**config.mk**
```make
export PLATFORM = sky130hd
export DESIGN_NAME = ddr_ctrl_end_flat
export DESIGN_NICKNAME = d
export VERILOG_FILES = /design/src/inc/ddr_link_pkg.sv /design/src/inc/ddr_link_if.sv /design/src/design/ddr_ctrl_end.sv /design/src/flat_wrapper.sv
export SDC_FILE = /design/constraint.sdc
export NUM_CORES = 1
export LEC_CHECK = 0
export BUFFER_PORTS_ARGS = -buffer_cell sky130_fd_sc_hd__buf_2
export CAP_MARGIN = 15
export CORE_ASPECT_RATIO = 0.8
export CORE_UTILIZATION = 45
export DETAILED_ROUTE_END_ITERATION = 10
export PLACE_DENSITY_LB_ADDON = 0.25
export SYNTH_ARGS = -nofsm -noshare
export SYNTH_HDL_FRONTEND = slang
export SYNTH_SLANG_ARGS = --single-unit
```
**constraint.sdc**
```tcl
create_clock -name clk_sys -period 2.6 [get_ports clk_sys]
set_input_delay 0 -clock clk_sys [delete_from_list [all_inputs] [get_ports clk_sys]]
set_output_delay 0 -clock clk_sys [all_outputs]
set_load 0.02 [all_outputs]
```
**src/inc/ddr_link_pkg.sv**
```systemverilog
// Purpose: Shared commands, mode register layout and timing constants.
// Assumes: Link clock is built by the controller from clk_sys.
// Notes:   Counts in nck are link clock rising edges.
package ddr_link_pkg;

    // Link command codes
    typedef enum logic [3:0] {
        CMD_NOP  = 4'h0,
        CMD_MRS  = 4'h1,
        CMD_ACT  = 4'h2,
        CMD_PRE  = 4'h3,
        CMD_WR   = 4'h4,
        CMD_RD   = 4'h5,
        CMD_RDA  = 4'h6,
        CMD_REF  = 4'h7,
        CMD_SHORT_CALIBRATION_CMD = 4'h8
    } cmd_t;

    // Clocking
    localparam int SYS_PERIOD_NS = 25;
    localparam int CK_DIV        = 4;      // clk_sys cycles per link clock half period

    // Mode register layout
    localparam int         MR_SEL_LSB   = 14;
    localparam int         MR0_BL_LSB   = 0;
    localparam int         MR0_WR_LSB   = 9;
    localparam int         MR1_LEV_BIT  = 7;
    localparam int         MR2_CWL_LSB  = 3;
    localparam int         MR3_MPR_BIT  = 2;
    localparam logic [1:0] BL_BC4_FIXED = 2'h2;
    localparam logic [3:0] CWL_BASE     = 4'h5;
    localparam logic [4:0] WR_CODE0_CYC = 5'h10;
    localparam logic [4:0] WR_CODE_BASE = 5'h04;
    localparam logic [15:0] MR0_RST     = 16'h0000;

    // Timing in nck unless named _NS
    localparam logic [7:0] LEV_FIRST_NCK  = 8'h28;  // 40
    localparam logic [7:0] LEV_DQSEN_NCK  = 8'h19;  // 25
    localparam logic [7:0] MRS_GAP_NCK    = 8'h04;
    localparam logic [7:0] CMD_GAP_NCK    = 8'h01;
    localparam logic [4:0] WR_OFS_BL8     = 5'h04;
    localparam logic [4:0] WR_OFS_BC4     = 5'h02;
    localparam int         WR_NS          = 15;
    localparam logic [7:0] REFPDEN_NCK    = 8'h01;
    localparam int         XPDLL_NS       = 24;
    localparam logic [7:0] XPDLL_MIN_NCK  = 8'h0a;
    localparam logic [7:0] BURST_NCK      = 8'h04;
    localparam logic [7:0] MPR_GAP_NCK    = 8'h01;
    localparam logic [6:0] SHORT_CALIBRATION_CMD_NCK       = 7'h40;  // 64
    localparam logic [7:0] ROW_OP_NCK     = 8'h04;
    localparam logic [7:0] REF_OP_NCK     = 8'h14;
    localparam int         REFI_NS        = 7800;

    // Nanoseconds to whole link clocks, rounded up
    function automatic int ns_to_nck(input int t_ns, input int tck_ns);
        return (t_ns + tck_ns - 1) / tck_ns;
    endfunction

endpackage

```
**src/inc/ddr_link_if.sv**
```systemverilog
`timescale 1ns/1ps
// Purpose: Link between controller end and memory end.
// Assumes: Both ends run on their own clk_sys.
// Notes:   dqs_oe_n low while the controller drives the strobe.
interface ddr_link_if;
    logic        ck;
    logic        cke;
    logic [3:0]  cmd;
    logic [15:0] addr;
    logic        dqs;
    logic        dqs_oe_n;
    logic        lev_fb;

    modport ctrl (output ck, output cke, output cmd, output addr, output dqs, output dqs_oe_n, input lev_fb);
    modport dram (input ck, input cke, input cmd, input addr, input dqs, input dqs_oe_n, output lev_fb);
endinterface

```
**src/design/ddr_ctrl_end.sv**
```systemverilog
`timescale 1ns/1ps
// Purpose: Controller end: makes link clock, issues commands, keeps gaps.
// Assumes: One user request at a time; pd_req is a level.
// Notes:   Commands change on link clock fall and hold one period.
module ddr_ctrl_end
    import ddr_link_pkg::*;
#(
    parameter int DIV = ddr_link_pkg::CK_DIV
)
(
    ddr_link_if.ctrl    link,
    input  wire logic   clk_sys,
    input  wire logic   rstn,
    input  wire logic   req_valid,
    input  wire ddr_link_pkg::cmd_t req_cmd,
    input  wire logic [15:0] req_addr,
    output logic        req_ready,
    input  wire logic   pd_req,
    output logic        pd_active,
    output logic        ref_due,
    output logic        lev_done,
    output logic        lev_result
);
    import ddr_link_pkg::*;

    localparam int TCK_NS = 2 * DIV * SYS_PERIOD_NS;
    // Rounded-up conversions
    localparam logic [4:0] WR_NCK    = 5'(ns_to_nck(WR_NS, TCK_NS));
    localparam int         XPDLL_C   = ns_to_nck(XPDLL_NS, TCK_NS);
    localparam logic [7:0] XPDLL_NCK = (XPDLL_C > int'(XPDLL_MIN_NCK)) ? 8'(XPDLL_C) : XPDLL_MIN_NCK;
    // Refresh timer runs on clk_sys, so a slow link clock cannot stretch it
    localparam logic [15:0] REFI_SYS = 16'(REFI_NS / SYS_PERIOD_NS);

    typedef enum logic [4:0] {
        ST_IDLE = 5'b00001,
        ST_ARM  = 5'b00010,
        ST_HOLD = 5'b00100,
        ST_LEV  = 5'b01000,
        ST_PD   = 5'b10000
    } ctrl_st_t;

    typedef struct packed {
        ctrl_st_t    st;
        logic [7:0]  div;
        logic        ck;
        logic        cke;
        cmd_t        cmd;
        logic [15:0] addr;
        logic        dqs;
        logic        dqs_oe_n;
        logic [1:0]  fb_p;
        cmd_t        pend_cmd;
        logic [15:0] pend_addr;
        logic        lev_next;
        logic [7:0]  gap;
        logic [7:0]  lev;
        logic [7:0]  pd_gap;
        logic [7:0]  dll;
        logic [7:0]  mpr_gap;
        logic [3:0]  wl;
        logic        bc4f;
        logic        mpr_on;
        logic [15:0] refi;
        logic        due;
        logic        ready;
        logic        done;
        logic        result;
    } ctrl_state_t;

    localparam ctrl_state_t S_RST = '{st: ST_IDLE, cke: 1'b1, dqs_oe_n: 1'b1, cmd: CMD_NOP,
                                      pend_cmd: CMD_NOP, wl: CWL_BASE, refi: REFI_SYS, default: '0};

    ctrl_state_t s_r;
    ctrl_state_t s_nxt;

    ////////////////////////////////////////////////////////////////////////
    // Next state
    always_comb begin
        logic rise;
        logic fall;
        logic legal;
        logic [15:0] a;
        s_nxt = s_r;
        rise  = 1'b0;
        fall  = 1'b0;
        a     = s_r.pend_addr;
        s_nxt.done = 1'b0;
        s_nxt.fb_p = {s_r.fb_p[0], link.lev_fb};
        // Link clock divider; clock leaves on a flip-flop
        if (s_r.div == 8'(DIV - 1)) begin
            s_nxt.div = 8'h00;
            s_nxt.ck  = ~s_r.ck;
            rise      = ~s_r.ck;
            fall      = s_r.ck;
        end else begin
            s_nxt.div = s_r.div + 8'h01;
        end
        // Gap timers count link clock edges, not time
        if (rise) begin
            if (s_r.gap != 8'h00)     s_nxt.gap = s_r.gap - 8'h01;
            if (s_r.lev != 8'h00)     s_nxt.lev = s_r.lev - 8'h01;
            if (s_r.pd_gap != 8'h00)  s_nxt.pd_gap = s_r.pd_gap - 8'h01;
            if (s_r.dll != 8'h00)     s_nxt.dll = s_r.dll - 8'h01;
            if (s_r.mpr_gap != 8'h00) s_nxt.mpr_gap = s_r.mpr_gap - 8'h01;
        end
        // Pending command may go only when its own gaps are met
        legal = (s_r.gap == 8'h00);
        if (s_r.pend_cmd == CMD_RD || s_r.pend_cmd == CMD_RDA) begin
            legal = legal & (s_r.dll == 8'h00);
        end
        if (s_r.pend_cmd == CMD_MRS) begin
            legal = legal & (s_r.mpr_gap == 8'h00);
        end
        // Issuing a refresh clears the flag first so a new expiry still sets it
        if (s_r.st == ST_ARM && fall && legal && s_r.pend_cmd == CMD_REF) begin
            s_nxt.due = 1'b0;
        end
        if (s_r.refi == 16'h0000) begin
            s_nxt.refi = REFI_SYS;
            s_nxt.due  = 1'b1;
        end else begin
            s_nxt.refi = s_r.refi - 16'h0001;
        end
        unique case (s_r.st)
            ST_IDLE: begin
                if (s_r.due) begin
                    s_nxt.pend_cmd = CMD_REF;
                    s_nxt.st       = ST_ARM;
                end else if (req_valid && s_r.ready) begin
                    s_nxt.pend_cmd  = req_cmd;
                    s_nxt.pend_addr = req_addr;
                    s_nxt.st        = ST_ARM;
                end else if (pd_req && fall && s_r.pd_gap == 8'h00) begin
                    // Row work may still be running here
                    s_nxt.cke = 1'b0;
                    s_nxt.st  = ST_PD;
                end
            end
            ST_ARM: begin
                if (fall && legal) begin
                    s_nxt.cmd      = s_r.pend_cmd;
                    s_nxt.addr     = a;
                    s_nxt.gap      = CMD_GAP_NCK;
                    s_nxt.lev_next = 1'b0;
                    s_nxt.st       = ST_HOLD;
                    unique case (s_r.pend_cmd)
                        CMD_MRS: begin
                            s_nxt.gap = MRS_GAP_NCK;
                            unique case (a[MR_SEL_LSB +: 2])
                                2'h0: s_nxt.bc4f = (a[MR0_BL_LSB +: 2] == BL_BC4_FIXED);
                                2'h1: begin
                                    s_nxt.lev_next = a[MR1_LEV_BIT];
                                    s_nxt.lev      = LEV_FIRST_NCK;
                                end
                                2'h2: s_nxt.wl = CWL_BASE + {1'b0, a[MR2_CWL_LSB +: 3]};
                                2'h3: s_nxt.mpr_on = a[MR3_MPR_BIT];
                            endcase
                        end
                        CMD_WR: begin
                            // Write to powerdown: latency, burst, rounded recovery
                            s_nxt.pd_gap = 8'({1'b0, s_r.wl} + (s_r.bc4f ? WR_OFS_BC4 : WR_OFS_BL8) + WR_NCK);
                        end
                        CMD_REF: begin
                            s_nxt.pd_gap = REFPDEN_NCK + XPDLL_NCK;
                        end
                        CMD_RD, CMD_RDA: begin
                            if (s_r.mpr_on) begin
                                s_nxt.mpr_gap = BURST_NCK + MPR_GAP_NCK;
                            end
                        end
                        CMD_SHORT_CALIBRATION_CMD: s_nxt.gap = {1'b0, SHORT_CALIBRATION_CMD_NCK};
                        default: ;
                    endcase
                end
            end
            ST_HOLD: begin
                if (fall) begin
                    s_nxt.cmd = CMD_NOP;
                    s_nxt.st  = s_r.lev_next ? ST_LEV : ST_IDLE;
                end
            end
            ST_LEV: begin
                // Strobe driven only after the enable delay
                if (s_r.lev <= LEV_FIRST_NCK - LEV_DQSEN_NCK) begin
                    s_nxt.dqs_oe_n = 1'b0;
                end
                if (fall && s_r.dqs) begin
                    s_nxt.dqs      = 1'b0;
                    s_nxt.dqs_oe_n = 1'b1;
                    s_nxt.done     = 1'b1;
                    s_nxt.result   = s_r.fb_p[1];
                    s_nxt.st       = ST_IDLE;
                end else if (fall && s_r.lev == 8'h00 && !s_r.dqs_oe_n) begin
                    s_nxt.dqs = 1'b1;
                end
            end
            ST_PD: begin
                if (!pd_req && fall) begin
                    s_nxt.cke = 1'b1;
                    s_nxt.dll = XPDLL_NCK;
                    s_nxt.st  = ST_IDLE;
                end
            end
        endcase
        s_nxt.ready = (s_nxt.st == ST_IDLE) & ~s_nxt.due & ~(req_valid & s_r.ready);
    end

    ////////////////////////////////////////////////////////////////////////
    // State register
    always_ff @(posedge clk_sys or negedge rstn) begin
        if (!rstn) begin
            s_r <= S_RST;
        end else begin
            s_r <= s_nxt;
        end
    end

    // Outputs straight from the state register
    assign link.ck       = s_r.ck;
    assign link.cke      = s_r.cke;
    assign link.cmd      = s_r.cmd;
    assign link.addr     = s_r.addr;
    assign link.dqs      = s_r.dqs;
    assign link.dqs_oe_n = s_r.dqs_oe_n;
    assign req_ready     = s_r.ready;
    assign pd_active     = (s_r.st == ST_PD);
    assign ref_due       = s_r.due;
    assign lev_done      = s_r.done;
    assign lev_result    = s_r.result;
endmodule

```
**src/flat_wrapper.sv**
```systemverilog
// flat-port wrapper written by rule: the top's interface ports become plain ports
module ddr_ctrl_end_flat import ddr_link_pkg::*;
#(
    parameter int DIV = ddr_link_pkg::CK_DIV
)
  (clk_sys, rstn, req_valid, req_cmd, req_addr, req_ready, pd_req, pd_active, ref_due, lev_done, lev_result, link_ck, link_cke, link_cmd, link_addr, link_dqs, link_dqs_oe_n, link_lev_fb);
  ddr_link_if link_i ();
  input  wire logic clk_sys;
  input  wire logic rstn;
  input  wire logic req_valid;
  input  wire ddr_link_pkg::cmd_t req_cmd;
  input  wire logic [15:0] req_addr;
  output logic req_ready;
  input  wire logic pd_req;
  output logic pd_active;
  output logic ref_due;
  output logic lev_done;
  output logic lev_result;
  output wire logic [$bits(link_i.ck)-1:0] link_ck;
  output wire logic [$bits(link_i.cke)-1:0] link_cke;
  output wire logic [$bits(link_i.cmd)-1:0] link_cmd;
  output wire logic [$bits(link_i.addr)-1:0] link_addr;
  output wire logic [$bits(link_i.dqs)-1:0] link_dqs;
  output wire logic [$bits(link_i.dqs_oe_n)-1:0] link_dqs_oe_n;
  input wire logic [$bits(link_i.lev_fb)-1:0] link_lev_fb;
  assign link_ck = link_i.ck;
  assign link_cke = link_i.cke;
  assign link_cmd = link_i.cmd;
  assign link_addr = link_i.addr;
  assign link_dqs = link_i.dqs;
  assign link_dqs_oe_n = link_i.dqs_oe_n;
  assign link_i.lev_fb = link_lev_fb;
  ddr_ctrl_end #(.DIV(DIV)) u_core (.link(link_i), .clk_sys(clk_sys), .rstn(rstn), .req_valid(req_valid), .req_cmd(req_cmd), .req_addr(req_addr), .req_ready(req_ready), .pd_req(pd_req), .pd_active(pd_active), .ref_due(ref_due), .lev_done(lev_done), .lev_result(lev_result));
endmodule
```
== After elaboration in Yosys (flattened, before gate mapping) ==
Cells that the tools add are included.

* Output and inout bits: 29
* Register bits after elaboration: 126

* Bitwise gates (word level): 9
* Eq/ne operators: 23
* Order comparisons: 1
* Add/subtract/negate cells: 10
* Reductions and logical operators: 43
* Multiplexer cells: 58

{| class="wikitable"
|+ Operators by type and width
! cell !! count
|-
| $mux W8 || 12
|-
| $mux W24 || 2
|-
| $logic_not A8 Y1 || 5
|-
| $mux W20 || 2
|-
| $mux W40 || 1
|-
| $reduce_bool A8 Y1 || 5
|-
| $sub A8 B1 Y8 const B || 5
|-
| $mux W5 || 7
|-
| $mux W14 || 2
|-
| $pmux W5 S5 || 1
|-
| $mux W1 || 18
|-
| $add A8 B1 Y8 const B || 2
|-
| $eq A4 B3 Y1 const B || 4
|-
| $logic_not A16 Y1 || 1
|-
| $mux W16 || 1
|-
| $mux W4 || 4
|-
| $pmux W8 S2 || 1
|-
| $sub A16 B1 Y16 const B || 1
|-
| $pmux W7 S2 || 1
|-
| $reduce_and A4 Y1 || 3
|-
| $logic_and A1 B1 Y1 || 11
|-
| $eq A5 B1 Y1 const B || 2
|-
| $reduce_and A2 Y1 || 5
|-
| $reduce_bool A2 Y1 || 5
|-
| 27 further kinds || 43
|}

== Depth between registers and ports, before layout ==
Gate-level depths: netlist of the first run.

* Depth in word-level cells: 12
* Mapped depth: 9
* Depth with buffers taken out: 8

== Worst setup path after synthesis of the first run ==
No wires, ideal clock.

* Path kind: reg2reg
* From: reg u_core.s_r[113] (netlist name)
* To: reg u_core.s_r[65] (netlist name)
* Path buffers: 1
* Stages on the path, launching flop included: 9
* Data arrival time: 2.369 ns
* Path slack: 0.106 ns
* Cells stage by stage: dfrtp_1 -> ha_1 -> or4b_4 -> or3_1 -> buf_2 -> nor4_2 -> nand2_1 -> nor3_1 -> mux2_2

{| class="wikitable"
|+ RTL lines
! what !! line !! RTL
|-
| start: declaration || ddr_ctrl_end.sv:73 || <nowiki>ctrl_state_t s_r;</nowiki>
|-
| start signal: assignment || ddr_ctrl_end.sv:214 || <nowiki>s_r <= s_nxt;</nowiki>
|}

==> results of run 1 <==
## critical path, stage by stage (launching register included)
cell     delay (ns)
dfrtp_1        0.38
ha_1           0.17
or4b_4         0.51
or3_4          0.44
nor4_2         0.19
nand2_1        0.13
nor3_1         0.17
mux2_2         0.35
## per-layer routing
| layer | part of all wire [%] | up-vias |
|---|---|---|
| li1 | - | 2277 |
| met1 | 47 | 2308 |
| met2 | 47 | 90 |
| met3 | 4.4 | 14 |
| met4 | 1.2 | 0 |
| met5 | 0 | - |
## registers in the layout (all words and copies together) (netlist names)
name,cells
u_core.lev_done,1
u_core.lev_result,1
u_core.link.addr,16
u_core.link.ck,1
u_core.link.cke,1
u_core.link.cmd,4
u_core.link.dqs,1
u_core.link.dqs_oe_n,1
u_core.ref_due,1
u_core.req_ready,1
u_core.s_nxt,1
u_core.s_r,97
## per-stage QoR
stage,power [mW],hold WS (ns)
2_1_floorplan,3.67,-0.296
3_3_place_gp,4.05,0.110
3_5_place_dp,4.11,0.113
4_1_cts,6.56,0.0663
5_1_grt,6.91,0.125
6_report,6.53,0.0835
## final cells by class
cell class	count	area (um2)	area share [%]
Sequential cell	126	3160	41.1
Clock buffer	19	443	5.75
Tap cell	180	225	2.93
Timing Repair Buffer	112	781	10.1
Multi-Input combinational cell	409	2830	36.8
Clock inverter	13	153	1.98
Inverter	27	101	1.32
## cells in the mapped netlist (3+ instances only)
cell type  count  area (um2)
a211oi_1       3        22.5
a21o_1         3        22.5
a21oi_1       18        90.1
a221o_1        3        30.0
a31oi_1        4        25.0
and2_1         3        18.8
and3_1         8        50.1
buf_2          6        30.0
buf_4         20         150
clkbuf_1       5        18.8
dfrtp_1      117        2930
dfstp_2        9         236
ha_1          11         138
inv_1         27         101
mux2_2        39         439
mux2i_1       11         110
nand2_1       56         210
nand2b_1       8        50.1
nand3_1       15        75.1
nand3b_1       3        22.5
nand4_1        3        18.8
nor2_1        61         229
nor2b_1        6        37.5
nor3_1        23         115
nor3_4         3        48.8
nor3b_1        3        22.5
nor4_1        12        75.1
nor4b_1        6        52.6
o21ai_0       13        65.1
o22a_1         3        26.3
or3_1          9        56.3
or4_1          7        52.6
xnor2_1       27         236
xor2_1        11        96.3
## worst max path at each step
stage	start	to
after global routing	u_core.s_r[113]	u_core.s_r[65]
after floorplan	u_core.s_r[113]	u_core.s_r[65]
after global placement	u_core.s_r[113]	u_core.s_r[48]
final	u_core.s_r[113]	u_core.s_r[65]
after CTS	u_core.s_r[113]	u_core.s_r[48]
after detailed placement	u_core.s_r[113]	u_core.s_r[65]
## kinds of logic (layout without fill, tap and decap cells)
group,count (synthesis),after routing,synth area share (%)
and+or+nand+nor,241,241,20.4
DFF,126,126,50.5
AOI/OAI and AO/OA,68,68,7.70
buffers and inverters,59,171,4.87
muxes,50,50,8.76
xor gates and xnor gates,38,38,5.31
adders and majority gates,12,12,2.51
## what timing repair did
item	in CTS	in global routing
endpoints found under the hold margin	73	0
hold buffers	23	0
setup endpoints to repair	0	27
setup buffers	0	0
gates resized for setup	0	5
## where the power goes
group / total [mW] / switching, mW / internal, mW
combinational: 1.48 / 0.788 / 0.696
sequential: 2.65 / 0.331 / 2.32
clock: 2.39 / 0.937 / 1.46
==> results summary, run 1 <==
The worst hold path was traced through 4 stages. STA classifies the critical path endpoint as a flop. Global routing consumed, over all layers together, 20.9% of the routing resources. The setup path with the least slack is of type flop to flop.

The total power density per cell area is 848 nW/um2. In this run the register-to-register setup slack is 0.14 ns. The first global-routing pass estimated 23.2 mm of wire.

Wires add up to 13.6 mm. The insertion delay of the later-clocked pin in the worst-skew pair is 0.42 ns. The number of global-route vias before repair came out at 4730.

In the final layout, the share of cells above drive strength 1 is 27.1%. The pin count of the biggest net entering global routing came out at 56. After detailed placement, the design holds a cell count of 831.

The required time reported for the critical path endpoint came out at 2.90 ns. The die is 108 um tall. The detailed router placed 4689 vias in this run. The total number of clock tree sinks is 126.

The clock tree synthesis step divided the H-tree into 4 levels. The number of antenna violations at the first check in global routing was 0. The detailed-route DRC error count is 0. The number of iterations in the first detailed-routing pass is 5.

The average via count per standard cell is 5.29. The worst setup skew after layout is 0.00977 ns. The worst hold path terminates at u_core.s_r[125].

The number of buffers on the longest clock path came out at 2. The worst register-to-register path begins at u_core.s_r[113]. The final standard cell count with taps included and fillers excluded is 886. Setup violations remaining at the end of the flow were counted as 0. The area added between synthesis and finish came out at 22.8%. In this run the most critical hold path is launched from req_valid. The clock-pin transition on the worst setup and hold timing paths came out at 0.06 ns. The number of top-level pins came out at 54. The global routing met3 resource utilization is 4.90%. The flow ran to the end, and the final reports show no timing, DRC or antenna violations.

The data arrival at the endpoint of the critical path came out at 2.76 ns. The die area is 14400 um2. The pre-CTS setup slack is 0.0468 ns. The number of core rows is 38. TritonCTS built the clock tree. Once layout is done, the placed cells without fillers occupy 7700 um2. The number of filler instances in the final layout is 1183. Routability-driven placement finished with a final weighted congestion of 0.852. The count of warnings emitted by yosys came out at 0. The placed cell area came out at 6850 um2. STA classifies the critical path startpoint as a flop. The fraction of synthesis flops using an asynchronous set or reset pin is 100%.

The net count after synthesis is 631. In this run the critical register-to-register path is captured at u_core.s_r[65]. The number of cells on the worst reg-to-reg path came out at 7. The number of enable flip-flop cells after synthesis is 0. The reported leakage power is 3.71 nW. In the synthesized netlist the dominant register cell turns out to be dfrtp_1.

The average size of a mapped cell is 10.6 um2. Leaving out fill and tap cells, the most frequent cell in the layout is dfrtp_1. The netlist area before placement came out at 6270 um2. The count of endpoints failing hold in the final timing report came out at 0. The die outline width came out at 134 um. In this run the tool buffered the top-level ports with 53 buffer cells.

The tightest min-delay check is of the input pin to flop type. The cell at the root of the clock tree is clkbuf_16. At the pin with the least slew margin, the transition time is 0.860 ns.

The initial cell density of the core is 46.1%. The number of clock buffers inserted by TritonCTS came out at 17. The worst slew slack as a fraction of its limit came out at 42.7%. For this run, the top clock speed supported by timing is 0.406 GHz. Setup repair after global routing left no endpoint under its margin. The final layout net count came out at 730.

The number of maximum-capacitance constraint violations came out at 0. In the layout the commonest cells are dfrtp_1, nor2_1, nand2_1. The number of diodes came out at 0. The global routing stage identified its most utilized layer as met2.

The violation count after the first detailed-routing iteration is 300. The end-of-flow core utilization came out at 56.6%. The met1 usage in global routing came out at 28.2%.

The final count of pins violating max slew is 0. The total grt overflow came out at 0. The setup slack of the critical path after layout is 0.137 ns. After layout, the worst path uses 94.7% of the clock period.

The detail-routed net length per standard cell is 15.3 um. The aggregate negative setup slack is 0 ns. The register area share after synthesis is 50.5%.

The largest voltage drop on the vdd net came out at 0.000564 V. The largest driver fanout on the critical path is 8. Counting I/O delays and the setup requirement, the final critical path takes 2.46 ns. In this run the remaining antenna-violating nets after routing total 0. The synthesized netlist cell count came out at 594.

The area of the core came out at 13600 um2. The detailed placer's ending HPWL came out at 9.55 mm. The number of flip-flops and latches in the synthesized netlist came out at 126.

The count of different cell masters after synthesis came out at 63. Global routing consumed, on the met2 layer, 32.6% of the routing resources.
Power figures use the tool's default switching activity.
==> inputs of run 2 (changes only) <==
--- a/config.mk
+++ b/config.mk
@@ -5,11 +5,11 @@
 export SDC_FILE = /design/constraint.sdc
 export NUM_CORES = 1
 export LEC_CHECK = 0
-export BUFFER_PORTS_ARGS = -buffer_cell sky130_fd_sc_hd__buf_2
 export CAP_MARGIN = 15
 export CORE_ASPECT_RATIO = 0.8
 export CORE_UTILIZATION = 45
 export DETAILED_ROUTE_END_ITERATION = 10
+export DONT_BUFFER_PORTS = 1
 export PLACE_DENSITY_LB_ADDON = 0.25
 export SYNTH_ARGS = -nofsm -noshare
 export SYNTH_HDL_FRONTEND = slang
==> run 2 against run 1 <==
The run now ends with hold timing left; clock power shrank 3%; clock skew increased by 0.0059 ns; sequential cell count is the same; worst setup slack worse by 0.067 ns; non-clock buffer count is 45 lower; register-to-register slack worse by 0.07 ns; power shrank 2.1%; clock-buffer cell count up 1; critical endpoint is now u_core.s_r[53]; largest cell class unchanged.
==> results summary, run 2 (same netlist as run 1, synthesis figures left out) <==
The upper clock frequency limit came out at 0.395 GHz. The count of endpoints failing hold in the final timing report was 126. The number of top-level pins is 54. TritonCTS built the clock tree. The final count of pins violating max slew came out at 0. The min-delay analysis places its worst path in the category input pin to async pin. The detail-routed net length per standard cell came out at 16.4 um.

The die outline width is 134 um. The ratio of final minimum period to clock period came out at 97.3%. Clock skew on the completed layout was measured at 0.0157 ns.

At the end of the flow, the number of nets in the layout was 685. The die outline height is 108 um. The clock-pin transition on the worst setup and hold timing paths came out at 0.06 ns.

The core region is 13600 um2. The number of antenna violations at the first check in global routing was 0. By startpoint and endpoint, the worst setup path is classified as flop to flop. The cell at the root of the clock tree is clkbuf_16. The total grt overflow is 0. The worst slew slack as a fraction of its limit came out at 41.0%. The maximum level of the CTS H-tree came out at 4. The largest voltage drop on the vdd net is 0.000681 V. Leaving out fill and tap cells, the most frequent cell in the layout is dfrtp_1. The share of cells above drive strength 1 came out at 22.2%. The met1 usage in global routing came out at 28.5%. The area added between synthesis and finish came out at 19.8%.

Clock tree synthesis found a total of 126 sinks. For met3 alone, demand over resource in global routing was 5.27%. No sink is reached through more buffers than the 2 on the longest clock path.

The final route contains 4601 vias. For this block, the initial DRC count from the detailed router was 324. The pin count of the biggest net entering global routing came out at 127. The critical path endpoint category is a flop. In the layout the commonest cells are dfrtp_1, nor2_1, nand2_1. The number of flip-flops under the largest register name came out at 97.

The aggregate negative setup slack is 0 ns. The detailed-route DRC error count is 0. Summed over all cells, the static leakage comes to 3.50 nW. The data arrival at the endpoint of the critical path came out at 2.82 ns. The actual slew at the worst max-slew pin is 0.886 ns. The clock period minus worst slack came out at 2.53 ns. The number of filler instances in the final layout is 1169.

The wire length after detailed routing is 13.8 mm. Summed over all nets, the half-perimeter wirelength after detailed placement is 9.32 mm. The number of global-route vias before repair is 4637. The number of diodes is 0. The initial cell density of the core is 46.1%. The die covers 14400 um2. Dividing the detail-routed via count by the number of cells gives 5.47. The total power density per cell area came out at 851 nW/um2. The worst setup path is launched from a flop. The total of buffers placed on input and output ports came out at 0. The global-route met2 utilization is 32.1%. Final hold analysis gives a worst-case slack of -0.708 ns. u_core.s_r holds more flip-flops than any other register. For this run, the detailed router's first-pass iteration total came to 5.

The flow ran to the end, but the final reports show violations. The later pin in the worst-skew pair is clocked with a latency of 0.42 ns. The first global-routing pass estimated 23.4 mm of wire. Of all nets on the critical path, the largest fanout is 8. The setup violation total in the final timing report is 0. The number of nets with antenna violations after routing came out at 0. The checks that failed: hold timing. The overall global routing resource usage is 21.1%. In this run, CTS created clock tree buffers numbering 17. In this run, post-CTS hold repair placed 23 buffers. At the end of routability-driven placement, the weighted congestion stood at 0.844. STA puts the critical path data required time at 2.89 ns.

The number of maximum-capacitance constraint violations came out at 0. The number of core rows is 38. The layer with the highest usage after global routing is met2.
[run 2: area by class of cell]
class,instances,area (um2),share of cell area [%]
Clock buffer,20,447,5.95
Clock inverter,12,138,1.83
Inverter,27,101,1.35
Multi-Input combinational cell,409,2860,38.1
Sequential cell,126,3160,42.1
Tap cell,180,225,3.00
Timing Repair Buffer,67,573,7.63
[run 2: layer usage]
layer | up-vias | routed length (um)
met5 | - | 0
met4 | 0 | 184
met3 | 13 | 626
met2 | 88 | 6560
met1 | 2316 | 6430
li1 | 2184 | -
[run 2: final timing paths]
| kind | start | to | slack [ns] | depth (start not counted) |
|---|---|---|---|---|
| min reg2reg | u_core.s_nxt[88] | u_core.s_r[88] | 0.35 | 0 |
| min | rstn | u_core.s_r[63] | -0.71 | 0 |
| max | u_core.s_r[114] | u_core.s_r[53] | 0.07 | 6 |
| max reg2reg | u_core.s_r[114] | u_core.s_r[53] | 0.07 | 6 |
| min in group clk_sys | link_lev_fb | u_core.s_nxt[88] | 0.15 | 1 |
| max in group asynchronous | rstn | u_core.s_r[121] | 2.99 | 0 |
[run 2: worst max-delay path, cell delays in order (launching register included)]
cell	delay (ns)
dfrtp_1	0.40
ha_4	0.16
or4b_4	0.51
or3_4	0.47
buf_4	0.16
or4_1	0.41
a221o_1	0.30
[run 2: through the flow]
stage               setup slack, ns  cells  area, um2  power [mW]  utilization, %
floorplan                     0.106    594       6270        3.67               -
global placement             0.0673    780       6600        3.96            48.5
detailed placement          -0.0664    780       6600        4.02            48.5
CTS                          0.0537    835       7420        6.40            54.5
global route                -0.0211    841       7510        6.74            55.2
finish                       0.0704    841       7510        6.39            55.2
[run 2: what timing repair did]
action | CTS | global route
gates cloned | 0 | 0
buffers inserted | 0 | 6
gates resized for setup | 1 | 9
endpoints found under the setup margin | 5 | 20
pin swaps | 0 | 6
endpoints found under the hold margin | 157 | 126
[run 2: power by group]
group | leakage [nW] | switching [mW] | internal, mW
Clock | 0.281 | 0.880 | 1.44
Sequential | 1.65 | 0.435 | 2.32
Combinational | 1.57 | 0.661 | 0.652
